### src/design/cfg_regs_pkg.sv
// package for the pin-zero, queue threshold and sync word register bank
// assumes an eight-bit serial configuration port with six-bit addresses
package cfg_regs_pkg;

    // ************************************************************
    // register offsets
    // ************************************************************
    localparam logic [5:0] PIN_ZERO_OUTPUT_CONFIG_OFS = 6'h02;
    localparam logic [5:0] QUEUE_THRESHOLD_CONFIG_OFS = 6'h03;
    localparam logic [5:0] SYNC_WORD_HIGH_BYTE_OFS    = 6'h04;
    localparam logic [5:0] SYNC_WORD_LOW_BYTE_OFS     = 6'h05;

    // ************************************************************
    // reset values and field positions
    // ************************************************************
    localparam logic [7:0] PIN_ZERO_OUTPUT_CONFIG_RST = 8'h3f;
    localparam logic [7:0] QUEUE_THRESHOLD_CONFIG_RST = 8'h07;
    localparam logic [7:0] SYNC_WORD_HIGH_BYTE_RST    = 8'hd3;
    localparam logic [7:0] SYNC_WORD_LOW_BYTE_RST     = 8'h91;
    localparam int         TEMP_SENSOR_BIT            = 7;
    localparam int         POLARITY_BIT               = 6;
    localparam int         SELECT_MSB                 = 5;
    localparam int         THRESHOLD_MSB              = 3;
    localparam logic [7:0] THRESHOLD_FIELD_MASK       = 8'h0f;
    localparam logic [7:0] UNMAPPED_READ              = 8'h00;

    // ************************************************************
    // queue threshold arithmetic, counts in bytes
    // ************************************************************
    localparam logic [6:0] TX_THRESHOLD_BASE = 7'h3d;  // 61 bytes
    localparam logic [6:0] THRESHOLD_STEP    = 7'h04;
    localparam logic [6:0] QUEUE_DEPTH       = 7'h40;  // 64 bytes

    // ************************************************************
    // crystal clock divider feeding select code 63
    // ************************************************************
    localparam int         CRYSTAL_DIVIDE = 192;
    localparam logic [6:0] DIV_HALF_LAST  = 7'(CRYSTAL_DIVIDE / 2 - 1);

    // ************************************************************
    // serial header byte layout
    // ************************************************************
    localparam int         HDR_READ_BIT  = 7;
    localparam int         HDR_BURST_BIT = 6;
    localparam logic [2:0] LAST_BIT      = 3'h7;

endpackage

### src/design/cfg_port_if.sv
// carrier between the serial port engine and the register bank
// assumes one clock shared by both ends
`timescale 1ns/1ns
interface cfg_port_if;
    logic       wr_en;    // one-cycle write strobe
    logic [5:0] wr_addr;
    logic [7:0] wr_data;
    logic [5:0] rd_addr;  // combinational read address
    logic [7:0] rd_data;  // combinational read answer

    modport port (output wr_en, wr_addr, wr_data, rd_addr,
                  input  rd_data);
    modport bank (input  wr_en, wr_addr, wr_data, rd_addr,
                  output rd_data);
endinterface

### src/design/serial_port_engine.sv
// serial configuration port engine: header byte, then data bytes
// assumes mode 0 framing: sample on rising edge, shift on falling edge
`timescale 1ns/1ns
module serial_port_engine (
    // clock and reset
    input  wire logic clk,
    input  wire logic rst,
    // pins, asynchronous to clk
    input  wire logic port_sclk,
    input  wire logic port_cs_n,
    input  wire logic port_mosi,
    output logic      port_miso,
    output logic      port_miso_oe,
    // bank side
    cfg_port_if.port  bus
);

    typedef enum logic {st_header, st_data} phase_t;

    // ************************************************************
    // pin synchronisers: bit 0 sclk, bit 1 cs_n, bit 2 mosi
    // ************************************************************
    logic [2:0] meta_q, sync_q, meta_d, sync_d;
    logic       sclk_prev_q, sclk_prev_d;

    always_comb begin
        meta_d      = {port_mosi, port_cs_n, port_sclk};
        sync_d      = meta_q;
        sclk_prev_d = sync_q[0];
    end

    always_ff @(posedge clk or posedge rst) begin
        if (rst) begin
            meta_q      <= 3'h2;  // idle: cs_n high, sclk low as in mode 0
            sync_q      <= 3'h2;
            sclk_prev_q <= 1'b0;  // no false edge once reset lets go
        end else begin
            meta_q      <= meta_d;
            sync_q      <= sync_d;
            sclk_prev_q <= sclk_prev_d;
        end
    end

    logic active, rise, fall;
    logic [7:0] byte_in;
    assign active  = ~sync_q[1];
    assign rise    = sync_q[0] & ~sclk_prev_q;
    assign fall    = ~sync_q[0] & sclk_prev_q;

    // ************************************************************
    // framing state
    // ************************************************************
    phase_t     phase_q, phase_d;
    logic [2:0] bit_q, bit_d;
    logic [7:0] shin_q, shin_d, tx_q, tx_d, wdata_q, wdata_d;
    logic [5:0] addr_q, addr_d, waddr_q, waddr_d;
    logic       rd_q, rd_d, burst_q, burst_d, wr_q, wr_d, oe_q, oe_d;

    assign byte_in = {shin_q[6:0], sync_q[2]};

    // next-state: chip select high resets framing; a single access also ends after its data byte
    always_comb begin
        phase_d = phase_q;
        bit_d   = bit_q;
        shin_d  = shin_q;
        tx_d    = tx_q;
        addr_d  = addr_q;
        waddr_d = waddr_q;
        wdata_d = wdata_q;
        rd_d    = rd_q;
        burst_d = burst_q;
        wr_d    = 1'b0;
        oe_d    = active;
        if (!active) begin
            phase_d = st_header;
            bit_d   = 3'h0;
            tx_d    = 8'h00;
        end else if (rise) begin
            shin_d = byte_in;
            bit_d  = bit_q + 3'h1;
            if (bit_q == cfg_regs_pkg::LAST_BIT) begin
                unique case (phase_q)
                    st_header: begin
                        addr_d  = byte_in[5:0];
                        rd_d    = byte_in[cfg_regs_pkg::HDR_READ_BIT];
                        burst_d = byte_in[cfg_regs_pkg::HDR_BURST_BIT];
                        phase_d = st_data;
                        tx_d    = rd_d ? bus.rd_data : 8'h00;
                    end
                    st_data: begin
                        wr_d    = ~rd_q;
                        waddr_d = addr_q;
                        wdata_d = byte_in;
                        if (burst_q) begin
                            addr_d = addr_q + 6'h01;  // wraps in 64
                        end else begin
                            phase_d = st_header;  // single access done
                        end
                        tx_d = (rd_q && burst_q) ? bus.rd_data : 8'h00;
                    end
                endcase
            end
        end else if (fall && bit_q != 3'h0) begin
            tx_d = {tx_q[6:0], 1'b0};  // first bit stays up a full cycle
        end
    end

    always_ff @(posedge clk or posedge rst) begin
        if (rst) begin
            phase_q <= st_header;
            bit_q   <= 3'h0;
            shin_q  <= 8'h00;
            tx_q    <= 8'h00;
            addr_q  <= 6'h00;
            waddr_q <= 6'h00;
            wdata_q <= 8'h00;
            rd_q    <= 1'b0;
            burst_q <= 1'b0;
            wr_q    <= 1'b0;
            oe_q    <= 1'b0;
        end else begin
            phase_q <= phase_d;
            bit_q   <= bit_d;
            shin_q  <= shin_d;
            tx_q    <= tx_d;
            addr_q  <= addr_d;
            waddr_q <= waddr_d;
            wdata_q <= wdata_d;
            rd_q    <= rd_d;
            burst_q <= burst_d;
            wr_q    <= wr_d;
            oe_q    <= oe_d;
        end
    end

    // bank reads ahead with the next address so data loads in one edge
    assign bus.rd_addr   = addr_d;
    assign bus.wr_en     = wr_q;
    assign bus.wr_addr   = waddr_q;
    assign bus.wr_data   = wdata_q;
    assign port_miso     = tx_q[7];
    assign port_miso_oe  = oe_q;

endmodule // serial_port_engine

### src/design/pin0_fifo_threshold_sync_regs.sv
// register bank: pin-zero output, queue thresholds and sync word
// assumes the host keeps its own duties on the serial port pins
//
// Operation
// - polarity bit 6 of pin-zero config inverts output; resets to 0.
// - select field bits 5:0 picks pin source; resets 0x3F, crystal/192.
// - threshold bits 7:4 reserved, read zero, reset zero; host writes zero.
// - four-bit threshold resets 7; tx is 61-4N, rx is 4(N+1).
// - threshold exceeded when queue count is equal or greater.
// - sync high byte holds word bits 15:8, read/write, resets 0xD3.
// - sync low byte holds word bits 7:0, read/write, resets 0x91.
`timescale 1ns/1ns
module pin0_fifo_threshold_sync_regs #(
    parameter int COUNT_W = 7
) (
    // clock and reset
    input  wire logic               clk,
    input  wire logic               rst,
    // serial configuration port pins
    input  wire logic               port_sclk,
    input  wire logic               port_cs_n,
    input  wire logic               port_mosi,
    output logic                    port_miso,
    output logic                    port_miso_oe,
    // internal sources for select codes 0..62
    input  wire logic [62:0]        pin_sources,
    // queue fill levels in bytes
    input  wire logic [COUNT_W-1:0] tx_queue_count,
    input  wire logic [COUNT_W-1:0] rx_queue_count,
    // decoded configuration and status
    output logic                    general_output_pin_zero,
    output logic                    temp_sensor_enable,
    output logic [15:0]             sync_word,
    output logic [COUNT_W-1:0]      tx_threshold,
    output logic [COUNT_W-1:0]      rx_threshold,
    output logic                    tx_threshold_hit,
    output logic                    rx_threshold_hit
);

    cfg_port_if bus ();

    serial_port_engine u_port (
        .clk          (clk),
        .rst          (rst),
        .port_sclk    (port_sclk),
        .port_cs_n    (port_cs_n),
        .port_mosi    (port_mosi),
        .port_miso    (port_miso),
        .port_miso_oe (port_miso_oe),
        .bus          (bus.port)
    );

    // ************************************************************
    // register file
    // ************************************************************
    logic [7:0] pin_cfg_q, pin_cfg_d, thr_cfg_q, thr_cfg_d;
    logic [7:0] sync_hi_q, sync_hi_d, sync_lo_q, sync_lo_d;

    function automatic logic hit(input logic [5:0] a, input logic [5:0] o);
        return a == o;
    endfunction

    // writes land one edge after the strobe; unmapped writes dropped
    always_comb begin
        pin_cfg_d = pin_cfg_q;
        thr_cfg_d = thr_cfg_q;
        sync_hi_d = sync_hi_q;
        sync_lo_d = sync_lo_q;
        if (bus.wr_en) begin
            if (hit(bus.wr_addr, cfg_regs_pkg::PIN_ZERO_OUTPUT_CONFIG_OFS))
                pin_cfg_d = bus.wr_data;
            if (hit(bus.wr_addr, cfg_regs_pkg::QUEUE_THRESHOLD_CONFIG_OFS))
                thr_cfg_d = bus.wr_data
                          & cfg_regs_pkg::THRESHOLD_FIELD_MASK;
            if (hit(bus.wr_addr, cfg_regs_pkg::SYNC_WORD_HIGH_BYTE_OFS))
                sync_hi_d = bus.wr_data;
            if (hit(bus.wr_addr, cfg_regs_pkg::SYNC_WORD_LOW_BYTE_OFS))
                sync_lo_d = bus.wr_data;
        end
    end

    always_ff @(posedge clk or posedge rst) begin
        if (rst) begin
            pin_cfg_q <= cfg_regs_pkg::PIN_ZERO_OUTPUT_CONFIG_RST;
            thr_cfg_q <= cfg_regs_pkg::QUEUE_THRESHOLD_CONFIG_RST;
            sync_hi_q <= cfg_regs_pkg::SYNC_WORD_HIGH_BYTE_RST;
            sync_lo_q <= cfg_regs_pkg::SYNC_WORD_LOW_BYTE_RST;
        end else begin
            pin_cfg_q <= pin_cfg_d;
            thr_cfg_q <= thr_cfg_d;
            sync_hi_q <= sync_hi_d;
            sync_lo_q <= sync_lo_d;
        end
    end

    // read mux; unmapped addresses answer zero
    always_comb begin
        if (hit(bus.rd_addr, cfg_regs_pkg::PIN_ZERO_OUTPUT_CONFIG_OFS))
            bus.rd_data = pin_cfg_q;
        else if (hit(bus.rd_addr, cfg_regs_pkg::QUEUE_THRESHOLD_CONFIG_OFS))
            bus.rd_data = thr_cfg_q;  // upper nibble always zero
        else if (hit(bus.rd_addr, cfg_regs_pkg::SYNC_WORD_HIGH_BYTE_OFS))
            bus.rd_data = sync_hi_q;
        else if (hit(bus.rd_addr, cfg_regs_pkg::SYNC_WORD_LOW_BYTE_OFS))
            bus.rd_data = sync_lo_q;
        else
            bus.rd_data = cfg_regs_pkg::UNMAPPED_READ;
    end

    // ************************************************************
    // crystal divider, pin-zero output, threshold compare
    // ************************************************************
    logic [6:0]         div_cnt_q, div_cnt_d;
    logic               div_clk_q, div_clk_d, pin_q, pin_d;
    logic               tx_hit_q, tx_hit_d, rx_hit_q, rx_hit_d;
    logic [63:0]        sources;
    logic [5:0]         sel;
    logic [COUNT_W-1:0] tx_thr, rx_thr;

    assign sources = {div_clk_q, pin_sources};
    assign sel     = pin_cfg_q[cfg_regs_pkg::SELECT_MSB:0];
    // threshold arithmetic kept at seven bits: rx tops out at 64
    assign tx_thr = COUNT_W'(cfg_regs_pkg::TX_THRESHOLD_BASE
        - cfg_regs_pkg::THRESHOLD_STEP
        * {3'h0, thr_cfg_q[cfg_regs_pkg::THRESHOLD_MSB:0]});
    assign rx_thr = COUNT_W'(cfg_regs_pkg::THRESHOLD_STEP
        * ({3'h0, thr_cfg_q[cfg_regs_pkg::THRESHOLD_MSB:0]}
        + 7'h01));

    always_comb begin
        div_cnt_d = div_cnt_q + 7'h01;
        div_clk_d = div_clk_q;
        if (div_cnt_q == cfg_regs_pkg::DIV_HALF_LAST) begin
            div_cnt_d = 7'h00;
            div_clk_d = ~div_clk_q;  // 50% duty, period 192 clocks
        end
        pin_d    = sources[sel]
                 ^ pin_cfg_q[cfg_regs_pkg::POLARITY_BIT];
        tx_hit_d = tx_queue_count >= tx_thr;
        rx_hit_d = rx_queue_count >= rx_thr;
    end

    always_ff @(posedge clk or posedge rst) begin
        if (rst) begin
            div_cnt_q <= 7'h00;
            div_clk_q <= 1'b0;
            pin_q     <= 1'b0;
            tx_hit_q  <= 1'b0;
            rx_hit_q  <= 1'b0;
        end else begin
            div_cnt_q <= div_cnt_d;
            div_clk_q <= div_clk_d;
            pin_q     <= pin_d;
            tx_hit_q  <= tx_hit_d;
            rx_hit_q  <= rx_hit_d;
        end
    end

    // sensor enable is passed on raw; keeping other bits zero is host duty
    assign temp_sensor_enable = pin_cfg_q[cfg_regs_pkg::TEMP_SENSOR_BIT];
    assign general_output_pin_zero = pin_q;
    assign sync_word        = {sync_hi_q, sync_lo_q};
    assign tx_threshold     = tx_thr;
    assign rx_threshold     = rx_thr;
    assign tx_threshold_hit = tx_hit_q;
    assign rx_threshold_hit = rx_hit_q;

    // ************************************************************
    // checks
    // ************************************************************
    chk_polarity_write: assert property (
        @(posedge clk) disable iff (rst)
        bus.wr_en && bus.wr_addr == cfg_regs_pkg::PIN_ZERO_OUTPUT_CONFIG_OFS
        |=> pin_cfg_q[6] == $past(bus.wr_data[6]))
        else $error("polarity bit not stored");
    chk_select_write: assert property (
        @(posedge clk) disable iff (rst)
        bus.wr_en && bus.wr_addr == cfg_regs_pkg::PIN_ZERO_OUTPUT_CONFIG_OFS
        |=> sel == $past(bus.wr_data[5:0]))
        else $error("select field not stored");
    // divider turns only at the last count, never runs past it
    chk_divider_turn: assert property (
        @(posedge clk) disable iff (rst)
        div_cnt_q <= cfg_regs_pkg::DIV_HALF_LAST
        && ($changed(div_clk_q)
            == ($past(div_cnt_q) == cfg_regs_pkg::DIV_HALF_LAST)))
        else $error("crystal divider turned at wrong count");
    chk_reserved_zero: assert property (
        @(posedge clk) disable iff (rst)
        thr_cfg_q[7:4] == 4'h0)
        else $error("reserved threshold bits not zero");
    chk_threshold_write: assert property (
        @(posedge clk) disable iff (rst)
        bus.wr_en && bus.wr_addr == cfg_regs_pkg::QUEUE_THRESHOLD_CONFIG_OFS
        |=> thr_cfg_q[3:0] == $past(bus.wr_data[3:0]))
        else $error("threshold field not stored");
    chk_tx_level: assert property (
        @(posedge clk) disable iff (rst)
        tx_thr + 7'h04 * {3'h0, thr_cfg_q[3:0]} == 7'h3d)
        else $error("tx threshold wrong");
    chk_rx_level: assert property (
        @(posedge clk) disable iff (rst)
        rx_thr - 7'h04 * {3'h0, thr_cfg_q[3:0]} == 7'h04
        && rx_thr <= 7'h40)
        else $error("rx threshold wrong");
    chk_tx_compare: assert property (
        @(posedge clk) disable iff (rst)
        ##1 tx_hit_q == ($past(tx_queue_count) >= $past(tx_thr)))
        else $error("tx threshold flag wrong");
    chk_rx_compare: assert property (
        @(posedge clk) disable iff (rst)
        ##1 rx_hit_q == ($past(rx_queue_count) >= $past(rx_thr)))
        else $error("rx threshold flag wrong");
    chk_sync_high: assert property (
        @(posedge clk) disable iff (rst)
        bus.wr_en && bus.wr_addr == cfg_regs_pkg::SYNC_WORD_HIGH_BYTE_OFS
        |=> sync_word[15:8] == $past(bus.wr_data))
        else $error("sync high byte not stored");
    chk_sync_low: assert property (
        @(posedge clk) disable iff (rst)
        bus.wr_en && bus.wr_addr == cfg_regs_pkg::SYNC_WORD_LOW_BYTE_OFS
        |=> sync_word[7:0] == $past(bus.wr_data))
        else $error("sync low byte not stored");
    // write lands one edge after the strobe, the pin one edge later
    chk_pin_follow: assert property (
        @(posedge clk) disable iff (rst)
        bus.wr_en && bus.wr_addr == cfg_regs_pkg::PIN_ZERO_OUTPUT_CONFIG_OFS
        |=> ##1 general_output_pin_zero
            == ($past(sources[bus.wr_data[5:0]], 1)
            ^ $past(bus.wr_data[6], 2)))
        else $error("pin zero does not follow new setting");

endmodule // pin0_fifo_threshold_sync_regs

### config.mk
export PLATFORM = sky130hd
export DESIGN_NAME = pin0_fifo_threshold_sync_regs
export DESIGN_NICKNAME = d
export VERILOG_FILES = /design/src/design/cfg_regs_pkg.sv /design/src/design/cfg_port_if.sv /design/src/design/serial_port_engine.sv /design/src/design/pin0_fifo_threshold_sync_regs.sv
export SDC_FILE = /design/constraint.sdc
export NUM_CORES = 1
export LEC_CHECK = 0
export BUFFER_PORTS_ARGS = -buffer_cell sky130_fd_sc_hd__buf_4
export CAP_MARGIN = 5
export CORE_MARGIN = 4
export CORE_UTILIZATION = 49
export CTS_CLUSTER_SIZE = 16
export DETAILED_ROUTE_END_ITERATION = 16
export PLACE_DENSITY = 0.77
export SKIP_CTS_REPAIR_TIMING = 1
export SLEW_MARGIN = 20
export SYNTH_ARGS = -nofsm -noshare
export SYNTH_HDL_FRONTEND = slang
export SYNTH_SLANG_ARGS = --single-unit
### constraint.sdc
create_clock -name clk -period 2.6 [get_ports clk]
set_input_delay 0.13 -clock clk [delete_from_list [all_inputs] [get_ports clk]]
set_output_delay 0.13 -clock clk [all_outputs]
set_load 0.05 [all_outputs]
; After elaboration in Yosys (flattened, before gate mapping)
; Cells that the tools add are included.
[classes]
addsub = 5
n_mul = 0
div_mod_pow = 0
order_cmp = 3
n_eq_ne = 11
shifts = 0
n_mux = 30
bitwise = 9
n_reduce_logical = 15
[op_table]
columns = cell, n
row1 = $mux 8, 10
row2 = $eq 6x2->1 const B, 4
row3 = $eq 6x3->1 const B, 4
row4 = $mux 6, 4
row5 = $pmux 8 s2, 1
row6 = $ge 7x7->1, 2
row7 = $reduce_and 2->1, 7
row8 = $pmux 6 s2, 1
row9 = $mux 1, 9
row10 = $reduce_and 4->1, 2
row11 = $add 7x1->7 const B, 1
row12 = $eq 7x7->1 const B, 1
row13 = $lt 6x7->1 const B, 1
row14 = $mux 7, 1
row15 = $sub 6x6->7 const A, 1
row16 = $add 6x1->6 const B, 1
row17 = $bmux 1 s6, 1
row18 = $mux 3, 2
row19 = $not 1->1, 6
row20 = $reduce_bool 3->1, 2
row21 = $add 4x1->5 const B, 1
row22 = $reduce_bool 2->1, 2
row23 = $add 3x1->3 const B, 1
row24 = $eq 3x3->1 const B, 1
row25 = 5 further kinds, 7
[totals]
regBits = 89
latch_bits = 0
ram_bits = 0
rom_bits = 0
in_bits = 82
out_inout_bits = 36
memories = 0

; Depth between registers and ports, before layout
; Gate-level depths: netlist of the first run.
[depth]
depth_word = 16
depth_mapped = 11
mapped_depth_nobuf = 9

; Modules after synthesis
; Synthesis of the first run repeated with hierarchy kept, for this count alone.
[unflattened]
cells_unflattened = 390
hier_area_um2 = 4798.4
[modules_own_cells]
columns = module, n_inst, cells_per_inst, area_each_um2, seq_area_each_um2
row1 = pin0_fifo_threshold_sync_regs, 1, 225, 2705.1, 997.2
row2 = serial_port_engine, 1, 165, 2093.3, 1253.7

; Worst setup path before layout of the first run
; OpenSTA, ideal clock, no wires.
[synth_path]
kind = register -> register
from = register thr_cfg_q[1]
to = register rx_hit_q, in the netlist rx_threshold_hit
setup_time_ns = 0.118
arrival_time_ns = 2.382
t_required_ns = 2.482
setup_slack_ns = 0.100
path_stages_with_launch = 8
path_buffers = 0
period_less_slack_ns = 2.500
path_cell_list = dfstp_2 > ha_1 > xor2_1 > inv_1 > ha_1 > a21o_1 > a21o_1 > a21o_1
[synth_between]
elab_chain_len = 2
[synth_rtl]
columns = element, line_no
row1 = "start, declared", pin0_fifo_threshold_sync_regs.sv:56  ; logic [7:0] pin_cfg_q, pin_cfg_d, thr_cfg_q, thr_cfg_d;
row2 = "start signal, assigned", pin0_fifo_threshold_sync_regs.sv:85  ; thr_cfg_q <= cfg_regs_pkg::QUEUE_THRESHOLD_CONFIG_RST;
row3 = "start signal, assigned", pin0_fifo_threshold_sync_regs.sv:90  ; thr_cfg_q <= thr_cfg_d;
row4 = $add 4x1->5, pin0_fifo_threshold_sync_regs.sv:128  ; + 7'h01));
row5 = named net rx_threshold[4], pin0_fifo_threshold_sync_regs.sv:35  ; output logic [COUNT_W-1:0] rx_threshold,
row6 = $ge 7x7->1, pin0_fifo_threshold_sync_regs.sv:140  ; rx_hit_d = rx_queue_count >= rx_thr;
row7 = named net rx_hit_d, pin0_fifo_threshold_sync_regs.sv:115  ; logic tx_hit_q, tx_hit_d, rx_hit_q, rx_hit_d;
row8 = "end signal, assigned", pin0_fifo_threshold_sync_regs.sv:155  ; rx_hit_q <= rx_hit_d;
row9 = "end, declared", pin0_fifo_threshold_sync_regs.sv:115
; The timed path passes the listed nets, and every way through them passes these cells.
; A chain may end at the register's enable or synchronous reset.

; Final worst setup path of the first run
[layout_path]
from = register u_port.bit_q[0]
to = register u_port.tx_q[2]
[layout_between]
elab_chain_len = 14
[layout_rtl]
columns = element, line_no
row1 = "start, declared", serial_port_engine.sv:54  ; logic [2:0] bit_q, bit_d;
row2 = "start signal, assigned", serial_port_engine.sv:123  ; bit_q <= bit_d;
row3 = $eq 3x3->1 (*), serial_port_engine.sv:81  ; if (bit_q == cfg_regs_pkg::LAST_BIT) begin
row4 = $mux 6 (*), serial_port_engine.sv:81
row5 = $mux 6 (*), serial_port_engine.sv:78  ; end else if (rise) begin
row6 = $mux 6 (*), serial_port_engine.sv:74  ; if (!active) begin
row7 = named net bus.rd_addr[0], cfg_port_if.sv:8  ; logic [5:0] rd_addr;
row8 = $eq 6x3->1, pin0_fifo_threshold_sync_regs.sv:60  ; return a == o;
row9 = $mux 8, pin0_fifo_threshold_sync_regs.sv:104  ; else if (hit(bus.rd_addr, cfg_regs_pkg::SYNC_WORD_LOW_BYTE_OFS))
row10 = $mux 8, pin0_fifo_threshold_sync_regs.sv:102  ; else if (hit(bus.rd_addr, cfg_regs_pkg::SYNC_WORD_HIGH_BYTE_OFS))
row11 = $mux 8, pin0_fifo_threshold_sync_regs.sv:100  ; else if (hit(bus.rd_addr, cfg_regs_pkg::QUEUE_THRESHOLD_CONFIG_OFS))
row12 = $mux 8 (*), pin0_fifo_threshold_sync_regs.sv:98  ; if (hit(bus.rd_addr, cfg_regs_pkg::PIN_ZERO_OUTPUT_CONFIG_OFS))
row13 = "$mux 8, on equally long branches", "serial_port_engine.sv:99, serial_port_engine.sv:88"
row14 = $pmux 8 s2 (*), serial_port_engine.sv:82  ; unique case (phase_q)
row15 = $mux 8 (*), serial_port_engine.sv:81
row16 = $mux 8 (*), serial_port_engine.sv:78
row17 = $mux 8 (*), serial_port_engine.sv:74
row18 = "end signal, assigned", serial_port_engine.sv:125  ; tx_q <= tx_d;
row19 = "end, declared", serial_port_engine.sv:55  ; logic [7:0] shin_q, shin_d, tx_q, tx_d, wdata_q, wdata_d;
; Mark *: on every way through the listed nets, which the timed path passes. The rest lies on a longest branch. The select of a mux whose other input is x is not followed.

==> results of run 1 <==
==> per-stage QoR <==
| step | cells | setup TNS, ps | hold slack [ps] | total power, uW | setup slack, ps |
|---|---|---|---|---|---|
| detailed placement | 631 | -130 | 211 | 1850 | -45.3 |
| floorplan | 394 | 0 | 134 | 1680 | 99.9 |
| finish | 658 | 0 | 89.0 | 2970 | 102 |
| global route | 658 | -1.69 | 90.1 | 3080 | -1.69 |
| CTS | 647 | -188 | -191 | 2980 | -61.8 |
| global placement | 631 | 0 | 206 | 1830 | 124 |
==> final cells by class <==
class	instances	area, sq um	share of cell area, %
Multi-Input combinational cell	262	2440	38.9
Sequential cell	89	2250	35.9
Clock inverter	7	118	1.87
Clock buffer	9	124	1.97
Timing Repair Buffer	140	1090	17.4
Inverter	22	86.3	1.38
Tap cell	129	161	2.57
==> final timing paths <==
path,endpoint,depth (start not counted),slack (ps)
setup / recovery,u_port.tx_q[2]$_DFFE_PP0P_,11,100
hold / removal,tx_threshold_hit$_DFF_PP0_,4,90
setup reg to reg,u_port.tx_q[2]$_DFFE_PP0P_,11,100
hold reg to reg,u_port.sync_q[0]$_DFF_PP0_,0,350
max in group asynchronous,pin_cfg_q[3]$_DFFE_PP1P_,4,1490
min in group asynchronous,tx_threshold_hit$_DFF_PP0_,3,370
==> flip-flops by register name, summed over array words and instances (netlist names), 3 cells and up <==
register,count
div_cnt_q,7
pin_cfg_q,8
sync_hi_q,8
sync_lo_q,8
thr_cfg_q,4
u_port.addr_q,6
u_port.bit_q,3
u_port.bus.wr_addr,6
u_port.bus.wr_data,8
u_port.meta_q,3
u_port.shin_q,7
u_port.sync_q,3
u_port.tx_q,8
==> where the power goes <==
group	leakage, uW	switching, uW	internal, uW
clock	0.000124	498	640
combinational	0.00167	145	181
sequential	0.00112	66.5	1440
total	0.00292	709	2260
==> cell usage after synthesis, types with 7 or more instances <==
cell / number / area (sq um)
dfrtp_1: 70 / 1750
mux2_2: 49 / 552
nand2_1: 28 / 105
mux4_2: 20 / 450
dfstp_2: 19 / 499
inv_1: 19 / 71.3
ha_1: 15 / 188
nor2_1: 12 / 45.0
o21ai_0: 11 / 55.1
nand3_1: 10 / 50.1
a21oi_1: 9 / 45.0
buf_4: 8 / 60.1
nor2b_1: 7 / 43.8
==> worst max-delay path: stages (launching register included) <==
cell      delay (ps)
dfrtp_1          400
ha_2             190
ha_4             160
nor4bb_4         150
buf_4            170
buf_4            140
a32oi_1          200
and2_4           190
inv_4             60
or4_1            490
a31oi_1          160
a21oi_1           70
==> cells by family (layout without fill, tap and decap cells) <==
family	Yosys count	count (layout)	synth area share [%]
other	2	5	0.157
flip-flops	89	89	47.1
adder cells (fa/ha/maj)	15	15	3.93
AO/OA/AOI/OAI	55	55	8.32
AND/OR/NAND/NOR	103	103	12.0
buffers and inverters	43	178	4.61
XOR/XNOR	9	9	1.65
multiplexers	75	75	22.2
==> cells in the final DEF (no fill, tap or decap), types with 5 or more instances in the layout <==
master / synthesis / final
a21oi_1: 9 / 9
and3_1: 5 / 5
buf_4: 8 / 130
clkbuf_8: 0 / 9
conb_1: 2 / 5
dfrtp_1: 70 / 70
dfstp_2: 19 / 19
dlygate4sd3_1: 0 / 5
ha_1: 15 / 13
inv_1: 19 / 18
mux2_2: 49 / 48
mux2i_1: 6 / 6
mux4_2: 20 / 20
nand2_1: 28 / 28
nand2b_1: 5 / 5
nand3_1: 10 / 9
nand4_1: 6 / 6
nor2_1: 12 / 11
nor2b_1: 7 / 7
o21ai_0: 11 / 11
xnor2_1: 5 / 5
==> per-layer routing <==
| layer | global-route usage, % | wire (um) | up-vias | share of wire, % |
|---|---|---|---|---|
| met4 | 4.20 | 132 | 0 | 1.1 |
| met1 | 28.2 | 4960 | 1867 | 40 |
| met3 | 6.14 | 869 | 17 | 7.0 |
| met5 | 0 | 0 | - | 0 |
| li1 | - | - | 1704 | - |
| met2 | 36.3 | 6530 | 138 | 52 |
==> reports/qor.txt, run 1 <==
Status - completed
DRT Wirelength - 12500 um
Initial Utilization - 51.0%
Drt pass-1 iters - 5
Die width - 107 um
Finished layout cell area - 6280 sq um
Clk pin slew, worst setup/hold paths - 90 ps
Io pins - 118
Global route overflow - 0
Fraction of layout cells with a size suffix above 1 - 49.7%
Vert. Die Dim - 107 um
Asr flop ratio synth - 100%
Cell Pwr Density - 474 nW/um^2
Crit end category - flop
FF-to-FF Start - u_port.bit_q[0]$_DFFE_PP0P_
Pin count of the biggest net entering global routing - 57
Gpl congestion - 0.907
Synth-to-Final Area Change - 31.3%
Avg Cell Area, Syn - 12.2 sq um
Main synth FF type - dfrtp_1
Worst EP arrival - 2730 ps
# DRC - 0
Worst Max-Slew Pin Slew - 578 ps
Worst setup startpoint - u_port.bit_q[0]$_DFFE_PP0P_
All-layer global routing usage - 21.6%
Clock buffer count from CTS - 9
CTS tree - done
Via count of the routed design - 3726
Synth cell types - 61
Yosys warns - 0
Final period util - 96.1%
Final slew viol count - 0
Rel. slew slack - 61.3%
Layout Skew - 11.8 ps
Layout fillers - 733
Number of flops mapped to enable cells by yosys - 0
Gate Count Post-Synth - 391
Final hold vios - 0
Min Tclk post-route - 2500 ps
CP required - 2840 ps
Vias in the first global route - 3744
Min-delay worst type - in2reg
Hold path start - tx_queue_count[5]
Final HPWL DP - 9530 um
Drt via density - 5.66
Max VDD drop - 0.000331 V
Buffers on Ports - 112
CTS Buffer Depth - 2
Seq cells post-synth - 89
Avg WL per Cell - 19.0 um
CTS Sinks - 89
Final core utilization - 67.0%
First-pass GRT wire length - 19200 um
Crit path kind - reg2reg
Crit path max fanout - 7
# rows - 35
Setup violators final - 0
Post-Syn Area - 4780 sq um
Initial DRC count - 253
Core box area - 9370 sq um
Max-Cap Viols - 0
H-Tree Level Count - 3
Worst skew pair latency - 360 ps
Post-Place Cell Area - 5810 sq um
Leak pwr - 0.00292 uW
CP startpoint kind - flop
Sequential element share of the synthesized area - 47.1%
Die area - 11400 sq um
Root buf cell - clkbuf_8
Peak Freq - 400 MHz
Initial antenna violation count - 0
Final net count - 621
DRT antenna net count - 0
Diode count - 0
Power figures use the tool's default switching activity.
==> run 2, diff against run 1 <==
--- a/config.mk
+++ b/config.mk
@@ -8,12 +8,12 @@
 export BUFFER_PORTS_ARGS = -buffer_cell sky130_fd_sc_hd__buf_4
 export CAP_MARGIN = 5
 export CORE_MARGIN = 4
-export CORE_UTILIZATION = 49
+export CORE_UTILIZATION = 55
 export CTS_CLUSTER_SIZE = 16
 export DETAILED_ROUTE_END_ITERATION = 16
-export PLACE_DENSITY = 0.77
+export PLACE_DENSITY = 0.82
 export SKIP_CTS_REPAIR_TIMING = 1
-export SLEW_MARGIN = 20
+export SLEW_MARGIN = 25
 export SYNTH_ARGS = -nofsm -noshare
 export SYNTH_HDL_FRONTEND = slang
 export SYNTH_SLANG_ARGS = --single-unit
==> constraint.sdc (replaced) <==
create_clock -name clk -period 2.95 [get_ports clk]
set_input_delay 0.1475 -clock clk [delete_from_list [all_inputs] [get_ports clk]]
set_output_delay 0.1475 -clock clk [all_outputs]
set_load 0.05 [all_outputs]
==> reports/qor.txt, run 2 (same netlist as run 1, synthesis figures left out) <==
DRT antenna net count - 0
CP startpoint kind - flop
Max VDD drop - 0.000235 V
RR Endpoint - u_port.tx_q[5]$_DFFE_PP0P_
H-Tree Level Count - 3
Clock buffer count from CTS - 9
Min-delay worst type - in2reg
Crit path kind - reg2reg
Initial Utilization - 57.3%
Worst skew pair latency - 360 ps
Avg WL per Cell - 19.0 um
Core box area - 8340 sq um
Final HPWL DP - 9060 um
Final slew viol count - 0
Crit end category - flop
Worst EP arrival - 3080 ps
Die width - 101 um
Via count of the routed design - 3671
Die area - 10200 sq um
DRT Wirelength - 11700 um
Global route overflow - 0
Initial antenna violation count - 0
Setup violators final - 0
Hold path cells - 4
Largest delay share family, worst path - simple AND/OR/NAND/NOR gates
Slowest CP cell - o41ai_1
All-layer global routing usage - 23.6%
Max-Cap Viols - 0
R2R Setup Slk - 180 ps
Synth-to-Final Area Change - 24.7%
Depth of the most critical reg-to-reg path - 9
Worst Max-Slew Pin Slew - 739 ps
Vias in the first global route - 3628
Peak Freq - 360 MHz
Worst-path cell chain - ha_1 -> ha_1 -> nor4bb_1 -> buf_4 -> mux2_2 -> nor3_1 -> nand3b_1 -> o41ai_1 -> o22a_1
FF-to-FF Start - u_port.bit_q[0]$_DFFE_PP0P_
Diode count - 0
Layout Skew - 10.6 ps
Hold path endpoint - tx_threshold_hit$_DFF_PP0_
Initial DRC count - 365
CTS Sinks - 89
Final hold vios - 0
Vert. Die Dim - 101 um
Root buf cell - clkbuf_8
Drt pass-1 iters - 5
CTS Buffer Depth - 2
Min Tclk post-route - 2770 ps
Cell Pwr Density - 410 nW/um^2
Leak pwr - 0.00277 uW
Tot Pwr - 2440 uW
RSZ-0062 raised after global routing - no
Stages on worst setup path - 9
Fraction of layout cells with a size suffix above 1 - 45.6%
Final net count - 607
Crit path buf inv count - 1
Buffers on Ports - 112
Drt via density - 5.92
CTS tree - done
# DRC - 0
Final period util - 94.1%
CP peak stage delay - 420 ps
First-pass GRT wire length - 18800 um
Pin count of the biggest net entering global routing - 56
Hold path start - tx_queue_count[5]
Rel. slew slack - 50.1%
Status - completed
Most frequent cells in the layout - 120 x buf_4, 70 x dfrtp_1, 49 x mux2_2
Clk pin slew, worst setup/hold paths - 90 ps
# rows - 33
Gpl congestion - 0.880
Crit-path most repeated cell - ha_1
CP required - 3260 ps
Io pins - 118
TNS Setup - 0 ps
Commonest non-fill, non-tap cell in the layout - buf_4
Crit path max fanout - 10
## run 2: changes by cell type in the layout (fill, tap and decap cells not counted), moves of 3 or more
cell        change
buf_4          -10
nor3_4          -3
nor3_1          +4
clkinvlp_4      +3
## run 2: worst max-delay path by stage
stage / from / to
2_1_floorplan: thr_cfg_q[1]$_DFFE_PP1P_ / rx_threshold_hit$_DFF_PP0_
3_3_place_gp: u_port.bit_q[0]$_DFFE_PP0P_ / u_port.tx_q[5]$_DFFE_PP0P_
3_5_place_dp: u_port.bit_q[0]$_DFFE_PP0P_ / u_port.tx_q[4]$_DFFE_PP0P_
4_1_cts: u_port.bit_q[0]$_DFFE_PP0P_ / u_port.tx_q[5]$_DFFE_PP0P_
5_1_grt: u_port.bit_q[0]$_DFFE_PP0P_ / u_port.tx_q[5]$_DFFE_PP0P_
6_report: u_port.bit_q[0]$_DFFE_PP0P_ / u_port.tx_q[5]$_DFFE_PP0P_
## run 2: power by group
part / leakage (uW) / total [uW] / switching (uW) / internal, uW
registers: 0.00112 / 1330 / 54.7 / 1270
clock network: 0.0000925 / 837 / 439 / 398
logic: 0.00156 / 278 / 125 / 154
## run 2: routing by layer
layer,vias to the layer above,routed length (um),share of wire (%),GRT usage (%)
li1,1685,-,-,-
met1,1810,4770,41,31.2
met2,156,6030,51,39.6
met3,20,743,6.3,4.20
met4,0,203,1.7,8.08
met5,-,0,0,0
## run 2: metrics by stage
stage | worst slack [ps] | cell area, sq um | utilization (%) | hold slack [ps] | cells
after floorplan | 450 | 4790 | - | 152 | 394
after global placement | 317 | 5700 | 68.3 | 229 | 598
after detailed placement | 167 | 5700 | 68.3 | 239 | 598
after CTS | 162 | 5900 | 70.8 | -156 | 614
after global routing | 13.5 | 5960 | 71.5 | 122 | 620
final | 175 | 5960 | 71.5 | 109 | 620
## run 2: layout make-up
class,count,area [sq um]
Tap cell,105,131
Inverter,22,83.8
Clock inverter,7,78.8
Sequential cell,89,2250
Fill cell,616,2380
Timing Repair Buffer,126,971
Multi-Input combinational cell,262,2320
Clock buffer,9,124
## run 2: worst reg2reg max path: cells and delay by family, from the launching register on
family / cells / cell delay [ps]
AND/OR/NAND/NOR: 3 / 730
multiplexers: 1 / 350
flip-flops: 1 / 400
buffers and inverters: 1 / 230
adder cells (fa/ha/maj): 2 / 410
AO/OA/AOI/OAI: 2 / 620
==> run 3, diff against run 2 <==
--- a/config.mk
+++ b/config.mk
@@ -5,14 +5,13 @@
 export SDC_FILE = /design/constraint.sdc
 export NUM_CORES = 1
 export LEC_CHECK = 0
+export ABC_AREA = 1
 export BUFFER_PORTS_ARGS = -buffer_cell sky130_fd_sc_hd__buf_4
 export CAP_MARGIN = 5
 export CORE_MARGIN = 4
-export CORE_UTILIZATION = 55
+export CORE_UTILIZATION = 35
 export CTS_CLUSTER_SIZE = 16
 export DETAILED_ROUTE_END_ITERATION = 16
-export PLACE_DENSITY = 0.82
-export SKIP_CTS_REPAIR_TIMING = 1
 export SLEW_MARGIN = 25
 export SYNTH_ARGS = -nofsm -noshare
 export SYNTH_HDL_FRONTEND = slang
==> reports/qor.txt, run 3 <==
Vert. Die Dim - 127 um
Yosys warns - 0
Fraction of layout cells with a size suffix above 1 - 26.4%
Commonest cells in the netlist - 123 x nand2_1, 82 x o21ai_0, 70 x dfrtp_1
Layout Skew - 4.06 ps
Gpl congestion - 0.893
Post-Syn Area - 4990 sq um
Drt via density - 4.92
Post-CTS Resized - 0
Crit path max fanout - 11
Crit end category - flop
Post-Synth Simple-Gate Area - 23.9%
CP peak stage delay - 400 ps
Initial antenna violation count - 0
Gate Count Post-Synth - 614
Min Tclk post-route - 2540 ps
Sw frac - 23.3%
Final slew viol count - 0
Worst skew pair latency - 340 ps
Layout fillers - 1378
Crit path kind - reg2reg
Crit-path most repeated cell - nand2_1
Die area - 16200 sq um
Cell Pwr Density - 424 nW/um^2
CTS Buffer Depth - 2
Seq cells post-synth - 89
Synth area leaders - dfrtp_1 35%, dfstp_2 10%, nand2_1 9.2%
# DRC - 0
NetSw - 623 uW
Diode count - 0
Drt pass-1 iters - 4
Leak pwr - 0.00311 uW
Post-synthesis compound-gate area fraction - 14.1%
Worst EP arrival - 2770 ps
Root buf cell - clkbuf_16
Post-synthesis mux area share - 3.61%
Final non-filler cell total - 910
Number of flops mapped to enable cells by yosys - 0
# placed instances - 889
DRT antenna net count - 0
Global route overflow - 0
Final hold vios - 0
CTS tree - done
Setup violators final - 0
H-Tree Level Count - 3
Buffers on Ports - 112
Worst Max-Slew Pin Slew - 932 ps
Vias in the first global route - 4488
Post-CTS Setup Bufs - 0
Final period util - 86.2%
TNS Setup - 0 ps
Pin count of the biggest net entering global routing - 35
Adder-cell share of the synthesized area - 3.76%
Final core utilization - 45.2%
RSZ-0062 raised after global routing - no
# rows - 43
Share of the synthesized area in the top cell type - 35.1%
Min-delay worst type - in2reg
Avg WL per Cell - 14.6 um
Combinational power share - 9.8%
Max-Cap Viols - 0
P_int - 2050 uW
Clock share of power - 41.7%
Status - completed
Finished layout cell area - 6300 sq um
Clock buffer count from CTS - 9
Slowest CP cell - nor2_2
Avg Cell Area, Syn - 8.13 sq um
Initial Utilization - 35.8%
DRT Wirelength - 13300 um
Io pins - 118
Post-Place Cell Area - 5960 sq um
Sequential element share of the synthesized area - 45.1%
CTS Sinks - 89
First-pass GRT wire length - 21900 um
Final HPWL DP - 10200 um
Seq pwr share - 48.5%
Clk pin slew, worst setup/hold paths - 60 ps
Die width - 127 um
Rel. slew slack - 37.8%
Most common cell in the netlist - nand2_1
All-layer global routing usage - 16.7%
Synth cell types - 37
Worst-path cell chain - ha_1 -> ha_1 -> nand3_1 -> nor2_2 -> nand2_1 -> nand3_2 -> nand2_1 -> nor2_4 -> nand2_2 -> inv_1 -> nand2_1 -> nand3_1 -> nand2_1
Initial DRC count - 215
Via count of the routed design - 4481
Main synth FF type - dfrtp_1
CP required - 3180 ps
Peak Freq - 393 MHz
Area share of xor/xnor cells in the synthesized design - 0.877%
CP startpoint kind - flop
Synth-to-Final Area Change - 26.2%
Final net count - 822
Most frequent cells in the layout - 123 x nand2_1, 118 x buf_4, 82 x o21ai_0
Asr flop ratio synth - 100%
Core box area - 13900 sq um
Commonest non-fill, non-tap cell in the layout - nand2_1
Top cell type by total area after synthesis - dfrtp_1
Max VDD drop - 0.000226 V
Largest family of logic cells by synthesized area - simple AND/OR/NAND/NOR gates
==> run 3: cell types whose count changed in the layout (fill, tap and decap cells not counted), sizes merged, moves of 7 or more <==
cell   before  now
o21ai      12   83
nand2      28  126
nor2       12   68
nor2b       7    0
a21oi       9   19
nand3      10   59
mux4       20    0
inv        23   69
o22ai       0   16
mux2       49   16
==> run 3: path summary, 6_finish.rpt <==
kind,from,to,slack [ps],cells after the start
max in group asynchronous,rst,sync_hi_q[1]$_DFFE_PP1P_,1750,4
worst max register to register,u_port.bit_q[0]$_DFFE_PP0P_,u_port.tx_q[0]$_DFFE_PP0P_,410,13
worst min register to register,u_port.meta_q[0]$_DFF_PP0_,u_port.sync_q[0]$_DFF_PP0_,360,0
worst min-delay path,tx_queue_count[5],tx_threshold_hit$_DFF_PP0_,140,4
worst max-delay path,u_port.bit_q[0]$_DFFE_PP0P_,u_port.tx_q[0]$_DFFE_PP0P_,410,13
min in group asynchronous,rst,div_clk_q$_DFFE_PP0N_,390,3
==> run 3: what timing repair did <==
action	in CTS	in global routing
hold buffers	5	0
setup endpoints to repair	0	0
endpoints found under the hold margin	20	0
==> run 3: cells by family (layout without fill, tap and decap cells) <==
kind of cell,count (synthesis),in the layout
fa+ha+maj,15,15
simple gates,260,260
xor+xnor,5,5
other cells,2,5
compound gates,130,130
buf+inv,97,210
flops,89,89
mux,16,16
==> run 3: power by group through the flow <==
stage / logic (uW) / clock network, uW / registers (uW)
6_report: 262 / 1110 / 1290
2_1_floorplan: 121 / 0 / 1320
3_3_place_gp: 254 / 0 / 1310
4_1_cts: 266 / 1140 / 1290
3_5_place_dp: 259 / 0 / 1320
5_1_grt: 294 / 1190 / 1300
==> run 3: metal layers <==
layer,GRT usage (%),wire length (um),vias to the layer above
met2,29.0,6420,135
met3,2.63,851,15
met5,0,0,-
met1,21.0,5810,2101
li1,-,-,2230
met4,5.68,198,0
==> run 3: metrics by stage <==
| stage | total power (uW) | hold slack, ps | setup slack, ps |
|---|---|---|---|
| floorplan | 1450 | 152 | 527 |
| global placement | 1570 | 181 | 573 |
| detailed placement | 1570 | 181 | 439 |
| CTS | 2700 | 131 | 425 |
| global route | 2780 | 161 | 152 |
| finish | 2670 | 136 | 408 |
==> run 3: cell type report <==
class / count / area [sq um] / area share [%]
multi-input combinational: 431 / 2330 / 36.9
inverter: 71 / 268 / 4.25
sequential: 89 / 2250 / 35.7
timing repair buffer: 123 / 936 / 14.9
clock inverter: 2 / 10.0 / 0.159
tap: 180 / 225 / 3.57
clock buffer: 14 / 284 / 4.51
==> run 3: worst max-delay path, delay by kind of cell (launching register included) <==
family	cells	cell delay, ps
buffers and inverters	1	100
DFF	1	390
and+or+nand+nor	10	1490
adders and majority gates	2	440
